<file path="src/hub_indicator_defines.vh">
// Constants for the hub link indicator and attach logic.
// Assumes a 250 MHz hub clock; included by the design files.
`ifndef HUB_INDICATOR_DEFINES_VH
`define HUB_INDICATOR_DEFINES_VH
`define CLOCK_PERIOD_PS 4000
`define BLINK_TIME_MS 128
// 128 ms at 4 ns per cycle is 32,000,000 cycles, sized to the counter
`define BLINK_CYCLES 26'h1E84800
`define BLINK_COUNT_W 26
// 250 MHz / 12 MHz is not whole: fractional accumulator, 24/250 per cycle
`define MCU_CLOCK_MHZ 12
`define HUB_CLOCK_MHZ 250
`define ACC_W 9
// Accumulator adds two edges per MCU cycle and wraps at the hub rate
`define ACC_STEP 9'h018
`define ACC_WRAP 9'h0FA
`define DOWN_PORTS 2
`define Y_GPIO_WIDTH 18
`endif

</file>
<file path="src/blink_timer.v">
// One retriggerable blink timer: pulse while counting down.
// Assumes a start pulse from logic on the same clock.
`timescale 1ns/1ps
`default_nettype none
`include "hub_indicator_defines.vh"
module blink_timer #(
  parameter [`BLINK_COUNT_W-1:0] LENGTH = `BLINK_CYCLES
) (
  // Clocking
  input wire clock,
  input wire rst,
  input wire clockEnable,
  // Control
  input wire start,
  output wire active
);
  reg [`BLINK_COUNT_W-1:0] count;
  assign active = (count != {`BLINK_COUNT_W{1'b0}});
  always @(posedge clock or posedge rst) begin
    if (rst) begin
      count <= {`BLINK_COUNT_W{1'b0}};
    end else if (clockEnable) begin
      // Retrigger restarts the full length so back-to-back traffic stays visible
      if (start) begin
        count <= LENGTH;
      end else if (active) begin
        count <= count - {{(`BLINK_COUNT_W-1){1'b0}}, 1'b1};
      end
    end
  end
endmodule // blink_timer
`default_nettype wire

</file>
<file path="src/hub_link_indicator_connect.v">
// Indicator, shared-pin selection, attach pull-up and MCU clock for the hub.
// Assumes hub-core events are one-cycle pulses on the hub clock; pins pass synchronisers.
//
// How it works
// (RULE1) Select bit 0: shared upstream pin is open-drain upstream activity indicator.
// (RULE2) Select bit 1: same pin becomes open-drain EEPROM chip select.
// (RULE3) Overcurrent enable 0: downstream pin is indicator; 1: overcurrent sense input.
// (RULE4) Pull-up enable picks pull-up or weak pull-down on Y-group pins.
// (RULE5) During enumeration indicators blink briefly, never steady.
// (RULE6) After configuration indicators stay on except traffic blinks. Here only upstream stays on; downstream lights only during an ack blink.
// (RULE7) Packet to hub turns upstream indicator off about 128 ms.
// (RULE8) Downstream indicator blinks on each acknowledge from its port.
// (RULE9) In suspend every indicator is off.
// (RULE10) D+ pull-up is disconnected after reset.
// (RULE11) Soft attach bit connects or disconnects the D+ pull-up.
// (RULE12) Connect bit switches the pull-up supply rail, default off.
// (RULE13) MCU reaches hub only via command and data registers in external memory.
// (RULE14) MCU clock is 12 MHz, derived from the hub clock.
// (RULE15) MCU clock appears on a dedicated output pin.
// (RULE16) Every downstream port status change is flagged for the status endpoint.
// (RULE17) Indicator on means output pulls low; selection changes act next clock.
// (RULE18) Enumeration and acknowledge blink length is a fixed 128 ms parameter.
`timescale 1ns/1ps
`default_nettype none
`include "hub_indicator_defines.vh"
module hub_link_indicator_connect #(
  // Blink length in hub clock cycles; only simulation shortens it
  parameter [`BLINK_COUNT_W-1:0] BLINK_LENGTH = `BLINK_CYCLES // RULE18
) (
  // Clocking
  input wire clock,
  input wire rst,
  input wire clockEnable,
  // Control bits from the hub control register
  input wire indicatorChipselectChoice,
  input wire overcurrentSenseEnable,
  input wire ioPullupEnable,
  input wire softAttachBit,
  input wire deviceConnectBit,
  input wire eepromSelect,
  // Hub core events and states
  input wire enumerating,
  input wire configured,
  input wire suspended,
  input wire hubPacket,
  input wire enumActivity,
  input wire [`DOWN_PORTS-1:0] downstreamAck,
  input wire [`DOWN_PORTS-1:0] portStatusChange,
  input wire [`DOWN_PORTS-1:0] statusChangeTaken,
  // Pins
  input wire [`DOWN_PORTS-1:0] downstreamSensePin,
  output reg upstreamIndicatorOrEepromSelectOe,
  output reg [`DOWN_PORTS-1:0] downstreamSenseOrIndicatorOe,
  output reg [`DOWN_PORTS-1:0] overcurrentDetected,
  output reg yGroupPullupOn,
  output reg yGroupPulldownOn,
  output reg dplusPullupAttach,
  output reg pullupSupplyRailOn,
  output reg mcuClockOut,
  output reg [`DOWN_PORTS-1:0] portChangeFlag
);
  // Output enable low means the pin is driven low (LED lit / select asserted)
  wire upBlink;
  wire [`DOWN_PORTS-1:0] downBlink;
  wire enumBlink;
  reg [`DOWN_PORTS-1:0] senseMeta;
  reg [`DOWN_PORTS-1:0] senseSync;
  reg [`ACC_W-1:0] phaseAcc;
  reg [`ACC_W-1:0] next_phaseAcc;
  reg [`ACC_W-1:0] accSum;
  reg accWrap;
  reg upLit;
  reg [`DOWN_PORTS-1:0] downLit;
  reg next_upOe;
  reg [`DOWN_PORTS-1:0] next_downOe;
  reg [`DOWN_PORTS-1:0] next_overcurrent;
  reg [`DOWN_PORTS-1:0] next_portChangeFlag;

  // One retriggerable timer per indicator event
  blink_timer #(.LENGTH(BLINK_LENGTH)) upTimer (
    .clock(clock),
    .rst(rst),
    .clockEnable(clockEnable),
    .start(hubPacket), // RULE7
    .active(upBlink)
  );

  // Enumeration blinks share one timer, so all indicators blink together
  blink_timer #(.LENGTH(BLINK_LENGTH)) enumTimer (
    .clock(clock),
    .rst(rst),
    .clockEnable(clockEnable),
    .start(enumActivity), // RULE18
    .active(enumBlink)
  );

  // One acknowledge timer per downstream port
  genvar g;
  generate
    for (g = 0; g < `DOWN_PORTS; g = g + 1) begin : downTimers
      blink_timer #(.LENGTH(BLINK_LENGTH)) ackTimer (
        .clock(clock),
        .rst(rst),
        .clockEnable(clockEnable),
        .start(downstreamAck[g]), // RULE8
        .active(downBlink[g])
      );
    end
  endgenerate

  // Indicator levels before pin muxing
  always @* begin
    if (suspended) begin
      upLit = 1'b0; // RULE9
      downLit = {`DOWN_PORTS{1'b0}}; // RULE9
    end else if (configured) begin
      upLit = ~upBlink; // RULE6 RULE7
      downLit = downBlink; // RULE8
    end else if (enumerating) begin
      upLit = enumBlink; // RULE5
      downLit = {`DOWN_PORTS{enumBlink}}; // RULE5
    end else begin
      upLit = 1'b0;
      downLit = {`DOWN_PORTS{1'b0}};
    end
  end

  // Fractional divider: 24 of every 250 edges toggle, 12 MHz on average
  // A whole divider cannot reach 12 MHz from 250 MHz; 4 ns of jitter is the price
  always @* begin
    accSum = phaseAcc + `ACC_STEP;
    accWrap = (accSum >= `ACC_WRAP);
    if (accWrap) begin
      next_phaseAcc = accSum - `ACC_WRAP;
    end else begin
      next_phaseAcc = accSum;
    end
  end

  // Shared pin functions; a selection change acts at the next enabled edge
  always @* begin
    if (indicatorChipselectChoice) begin
      next_upOe = ~eepromSelect; // RULE2 RULE17
    end else begin
      next_upOe = ~upLit; // RULE1 RULE17
    end
    if (overcurrentSenseEnable) begin
      next_downOe = {`DOWN_PORTS{1'b1}}; // RULE3
      next_overcurrent = senseSync; // RULE3
    end else begin
      next_downOe = ~downLit; // RULE3 RULE17
      next_overcurrent = {`DOWN_PORTS{1'b0}};
    end
  end

  // Set wins over a clear in the same cycle, so no change is ever lost
  always @* begin
    next_portChangeFlag = (portChangeFlag & ~statusChangeTaken) | portStatusChange; // RULE16
  end

  // Sense pins are asynchronous; only senseSync reads senseMeta
  always @(posedge clock or posedge rst) begin
    if (rst) begin
      senseMeta <= {`DOWN_PORTS{1'b0}};
      senseSync <= {`DOWN_PORTS{1'b0}};
    end else if (clockEnable) begin
      senseMeta <= downstreamSensePin;
      senseSync <= senseMeta;
    end
  end

  always @(posedge clock or posedge rst) begin
    if (rst) begin
      phaseAcc <= {`ACC_W{1'b0}};
      mcuClockOut <= 1'b0;
    end else if (clockEnable) begin
      phaseAcc <= next_phaseAcc;
      if (accWrap) begin
        mcuClockOut <= ~mcuClockOut; // RULE14 RULE15
      end
    end
  end

  // Pin enables and the sense result come straight from flip-flops
  always @(posedge clock or posedge rst) begin
    if (rst) begin
      upstreamIndicatorOrEepromSelectOe <= 1'b1;
      downstreamSenseOrIndicatorOe <= {`DOWN_PORTS{1'b1}};
      overcurrentDetected <= {`DOWN_PORTS{1'b0}};
    end else if (clockEnable) begin
      upstreamIndicatorOrEepromSelectOe <= next_upOe;
      downstreamSenseOrIndicatorOe <= next_downOe;
      overcurrentDetected <= next_overcurrent;
    end
  end

  always @(posedge clock or posedge rst) begin
    if (rst) begin
      portChangeFlag <= {`DOWN_PORTS{1'b0}};
    end else if (clockEnable) begin
      portChangeFlag <= next_portChangeFlag; // RULE16
    end
  end

  // Attach stays off through reset so the host sees nothing until firmware is ready
  always @(posedge clock or posedge rst) begin
    if (rst) begin
      yGroupPullupOn <= 1'b0;
      yGroupPulldownOn <= 1'b1;
      dplusPullupAttach <= 1'b0; // RULE10
      pullupSupplyRailOn <= 1'b0; // RULE12
    end else if (clockEnable) begin
      yGroupPullupOn <= ioPullupEnable; // RULE4
      yGroupPulldownOn <= ~ioPullupEnable; // RULE4
      dplusPullupAttach <= softAttachBit; // RULE11
      pullupSupplyRailOn <= deviceConnectBit; // RULE12
    end
  end
  // RULE13 is the MCU's register path, outside this block
  // Its command and data bits arrive here as plain ports
endmodule // hub_link_indicator_connect
`default_nettype wire

</file>
<file path="config.mk">
export PLATFORM = sky130hd
export DESIGN_NAME = hub_link_indicator_connect
export DESIGN_NICKNAME = d
export VERILOG_FILES = /design/src/blink_timer.v /design/src/hub_link_indicator_connect.v
export VERILOG_INCLUDE_DIRS = /design/src
export SDC_FILE = /design/constraint.sdc
export NUM_CORES = 1
export LEC_CHECK = 0
export BUFFER_PORTS_ARGS = -buffer_cell sky130_fd_sc_hd__buf_2
export CAP_MARGIN = 20
export CORE_UTILIZATION = 46
export CTS_CLUSTER_SIZE = 16
export DETAILED_ROUTE_END_ITERATION = 8
export GPL_ROUTABILITY_DRIVEN = 0
export PLACE_DENSITY = 0.66
export SLEW_MARGIN = 25
export SYNTH_ARGS = -nofsm -noshare
export SYNTH_HDL_FRONTEND = slang
export SYNTH_SLANG_ARGS = --single-unit
export TNS_END_PERCENT = 100
</file>
<file path="constraint.sdc">
create_clock -name clock -period 8.9 [get_ports clock]
set_input_delay 1.335 -clock clock [delete_from_list [all_inputs] [get_ports clock]]
set_output_delay 1.335 -clock clock [all_outputs]
set_load 0.05 [all_outputs]
</file>
; After elaboration in Yosys (flattened, before gate mapping)
; Cells that the tools add are included.
; Widths: inputs -> output; s select.
[op_classes]
add_sub_neg = 6
multipliers = 0
n_div = 0
magnitude_cmp = 1
eq_ne = 0
shifts = 0
muxes = 18
bitwise = 9
n_reduce_logical = 13
[op_table]
columns = op, count
row1 = $mux 26, 8
row2 = $reduce_bool 26->1, 4
row3 = $sub 26x1->26 const B, 4
row4 = $mux 2, 5
row5 = $reduce_and 2->1, 5
row6 = $add 9x5->9 const B, 1
row7 = $ge 9x8->1 const B, 1
row8 = $mux 9, 1
row9 = $sub 9x8->9 const B, 1
row10 = $reduce_bool 2->1, 4
row11 = $not 1->1, 5
row12 = $mux 1, 4
row13 = $not 2->2, 2
row14 = $and 2x2->2, 1
row15 = $or 2x2->2, 1
[word_totals]
regBits = 129
latch_bits = 0
ramBits = 0
mem_bits_ro = 0
elab_cells = 63
n_memories = 0

; Depth between registers and ports, before layout
[depth]
ltp_word = 6
depth_mapped = 10

; By module
; Synthesis repeated with hierarchy kept, for this count alone.
[unflattened]
hier_cells = 794
hier_area_um2 = 7432.1
[by_module_without_submodules]
columns = module, n_inst, cells_each, area_each_um2
row1 = blink_timer (downTimers[0].ackTimer ...), 3, 166, 1512.7
row2 = blink_timer (upTimer), 1, 164, 1544.0
row3 = hub_link_indicator_connect, 1, 132, 1350.0

; Worst setup path before layout
; No wires, ideal clock.
[synth_timing]
path_kind = input to register
start = input port hubPacket
end = register upTimer.count[3]
setup_ns = 0.126
arrival_ns = 3.036
t_required_ns = 8.774
setup_slack_ns = 5.738
cell_stages = 7
n_path_buf = 2
cell_sequence = or4_1 -> or4_1 -> buf_2 -> o21ai_2 -> buf_4 -> nor4_1 -> a311o_1
[synth_via]
elab_chain_len = 2
word_cells_on_any_way = 3
cone_classes = mux (1) / reduce/logical (2)
[synth_rtl]
columns = element, line
row1 = from (decl), hub_link_indicator_connect.v:45  ; input wire hubPacket,
row2 = $reduce_bool 2->1 (no source line), n/a
row3 = $reduce_and 2->1 (no source line), n/a
row4 = to (signal assigned), blink_timer.v:21  ; count <= {`BLINK_COUNT_W{1'b0}};
row5 = to (signal assigned), blink_timer.v:27  ; count <= count - {{(`BLINK_COUNT_W-1){1'b0}}, 1'b1};
row6 = to (decl), blink_timer.v:17  ; reg [`BLINK_COUNT_W-1:0] count;
; Parallel ways exist; a longest one is shown, timed or not.
; A chain may end at the register's enable or synchronous reset.

; Worst setup path after layout
[layout_timing]
start = input port hubPacket
end = register upTimer.count[6]
; Same word-level chain as after synthesis.

==> run_results.csv <==
group,metric,value,unit
status,status,"finished, final reports clean",
finish,antenna_cells,0,
finish,final_cells,1027,
floorplanning,rows,45,
power,finalPower,2.12,mW
finish,postLayoutCoreUtil,0.530,
worst_setup_path,endpoint,"upTimer.count[6]$_DFFE_PP0P_",
floorplanning,die_h,127,um
worst_setup_path,path_buf_inv,1,
synthesis,synthDistinctLibCells,64,
worst_setup_path,critPathTopFamily,"simple AND/OR/NAND/NOR gates",
synthesis,ys_ff_latch,128,
power,p_sw_frac,0.354,
floorplanning,core-area,15300,um^2
power,ir_drop,240,uV
worst_setup_path,crit_start,"hubPacket",
routing,drt_wl_total,16.4,mm
synthesis,async_flop_share,1.00,
global_route,grt_start_max_net_pins,68,
power,leakagePower,3.10,nW
synthesis,syn_nets,819,
min_path,hold_path_depth,1,
placement,pre_cts_slack,4.75,ns
routing,drcViolationCount,0,
clock_network,cts-root-buf,"clkbuf_16",
timing,tns,0,ns
finish,finalNetCount,832,
worst_setup_path,r2r-start,"enumTimer.count[12]$_DFFE_PP0P_",
synthesis,synth_edf_count,0,
clock_network,clkLatencyLatePin,0.42,ns
worst_setup_path,reg2reg_depth,6,
routing,firstDrtPassIters,5,
synthesis,synth_warnings,0,
floorplanning,ios,34,
worst_setup_path,end_kind,"flip-flop",
worst_setup_path,start_kind,"primary input",
worst_setup_path,cp_max_fo,21,
timing,hold_violations,0,
clock_network,hold_buffers,0,
clock_network,cts_num_sinks,128,
power,p_switching,0.749,mW
timing,maxSlewHeadroom,0.376,
global_route,grtUsageTotal,0.219,
synthesis,synth_ff_type,"dfrtp_1",
timing,rsz0062_at_grt,"false",
routing,wire_per_inst,16.0,um
clock_network,htreeDepth,4,
routing,drt_iter0_drc,470,
finish,layout_commonest_cell,"dfrtp_1",
clock_network,postCtsResizedCells,0,
global_route,grt_pass1_vias,6027,
worst_setup_path,r2r_slack,5.91,ns
power,p_seq_frac,0.392,
timing,clock.fmax,286,MHz
clock_network,cts_max_path_buffers,2,
clock_network,cts_setup_buffers,0,
worst_setup_path,max_stage_delay,0.70,ns
finish,final_cell_mix,"124 x dfrtp_1, 73 x o21ai_0, 63 x nor2_1, 41 x nand2_1, 39 x a21oi_1",
synthesis,syn_inst,790,
worst_setup_path,cp_common_cell,"or4_1",
clock_network,cts_buffers,17,
timing,layout_min_cycle_time,3.50,ns
timing,setup_viol,0,
floorplanning,start_util,0.473,
placement,portBuffers,33,
flow_run,max_cap_violations,0,
floorplanning,dieArea,16200,um^2
worst_setup_path,path_depth,6,
timing,final.period_utilization,0.393,
synthesis,avgSynthCellArea,9.13,um^2
synthesis,synth-seq-area-share,0.445,
global_route,antenna_found_initial,0,
power,p_per_area,262,nW/um^2
finish,drive_gt1_frac,0.129,
routing,via_per_inst,6.09,
routing,vias,6259,
global_route,grt_pass1_wl,28.5,mm
floorplanning,die_w,127,um
routing,ant_nets,0,
synthesis,netlist_area,7210,um^2
worst_setup_path,required,9.19,ns
power,combPwrFrac,0.274,
worst_setup_path,rr_endpoint,"enumTimer.count[17]$_DFFE_PP0P_",
global_route,grt_overflow_total,0,
timing,final.setup_skew,0.0120,ns
finish,area_delta_synth_final,12.1,%
worst_setup_path,path_class,"primary input to flip-flop",
placement,dp.cells,995,
power,power_frac_clock,0.334,
timing,slew_violations,0,
worst_setup_path,slowest_stage,"or4_1",
worst_setup_path,arrival,3.79,ns
timing,fin_ws,5.40,ns
power,p_int,1.37,mW
clock_network,clkTransAtPathRegs,0.06,ns
placement,dp_hpwl,10.7,mm
clock_network,cts_tree,"done",
timing,worst_pin_slew,0.925,ns
worst_setup_path,path_cells,"buf_2 > or4_1 > or4_1 > o21ai_2 > nand2b_1 > o21ai_0",
min_path,min_path_type,"flip-flop to flip-flop",
registers in the layout (all words and copies together), names as in the netlist:
name,count
downTimers.ackTimer.count,52
downstreamSenseOrIndicatorOe,2
dplusPullupAttach,1
enumTimer.count,26
mcuClockOut,1
overcurrentDetected,2
phaseAcc,8
portChangeFlag,2
pullupSupplyRailOn,1
senseMeta,2
senseSync,2
upTimer.count,26
upstreamIndicatorOrEepromSelectOe,1
yGroupPulldownOn,1
yGroupPullupOn,1
metal layers:
| metal | up-vias | GRT usage | routed length [um] |
|---|---|---|---|
| met5 | - | 0 | 0 |
| met4 | 0 | 0.0917 | 238 |
| met3 | 22 | 0.0461 | 780 |
| met2 | 156 | 0.361 | 7920 |
| met1 | 3044 | 0.279 | 7500 |
| li1 | 3037 | - | - |
worst min path at each step:
| stage | startpoint | to |
|---|---|---|
| floorplan | enumTimer.count[4]$_DFFE_PP0P_ | enumTimer.count[4]$_DFFE_PP0P_ |
| global placement | mcuClockOut$_DFFE_PP0P_ | mcuClockOut$_DFFE_PP0P_ |
| detailed placement | mcuClockOut$_DFFE_PP0P_ | mcuClockOut$_DFFE_PP0P_ |
| CTS | mcuClockOut$_DFFE_PP0P_ | mcuClockOut$_DFFE_PP0P_ |
| global route | mcuClockOut$_DFFE_PP0P_ | mcuClockOut$_DFFE_PP0P_ |
| finish | mcuClockOut$_DFFE_PP0P_ | mcuClockOut$_DFFE_PP0P_ |
power groups by stage:
stage               Clock [mW]  Combinational, mW  Sequential [mW]
floorplan                    0              0.457            0.818
global placement             0              0.551            0.827
detailed placement           0              0.575            0.834
CTS                      0.724              0.579            0.826
global route             0.745              0.655            0.850
finish                   0.708              0.580            0.829
cells in the mapped netlist (6+ instances only):
cell type	count	area, um^2
nor2_1	63	236
a211oi_1	7	52.6
and2_1	6	37.5
buf_2	7	35.0
xnor2_1	10	87.6
a31oi_1	7	43.8
and4_1	7	61.3
nor4_1	24	150
nand4_1	21	131
nand2_1	41	154
o21ai_0	73	365
mux2_2	8	90.1
or3_1	38	238
o31ai_1	33	248
a21oi_1	39	195
o211ai_1	8	60.1
dfrtp_1	124	3100
ha_1	7	87.6
and3_1	8	50.1
inv_1	24	90.1
nand3_1	28	140
or4_1	38	285
nor3_1	27	135
xor2_1	17	149
clkbuf_1	28	105
nand2b_1	12	75.1
o2111ai_1	6	52.6
final cells by class:
cell class | count | area (um^2)
Clock buffer | 18 | 439
Tap cell | 211 | 264
Fill cell | 1361 | 7170
Multi-Input combinational cell | 595 | 3720
Sequential cell | 128 | 3210
Inverter | 24 | 92.6
Timing Repair Buffer | 37 | 195
Clock inverter | 14 | 166
cell families (layout without fill, tap and decap cells):
kind of cell    Yosys count  after routing  share of synthesized area
flops                   128            128                      0.445
compound gates          201            201                      0.175
buf+inv                  67             93                     0.0397
mux                      10             10                     0.0153
simple gates            350            350                      0.280
fa+ha+maj                 7              7                     0.0121
xor+xnor                 27             27                     0.0328
through the flow:
| step | instance area (um^2) | hold WS (ns) |
|---|---|---|
| global placement | 7480 | 0.460 |
| global route | 8090 | 0.497 |
| detailed placement | 7480 | 0.458 |
| finish | 8090 | 0.466 |
| CTS | 8090 | 0.474 |
| floorplan | 7210 | 0.459 |
(Power assumes the default switching activity.)
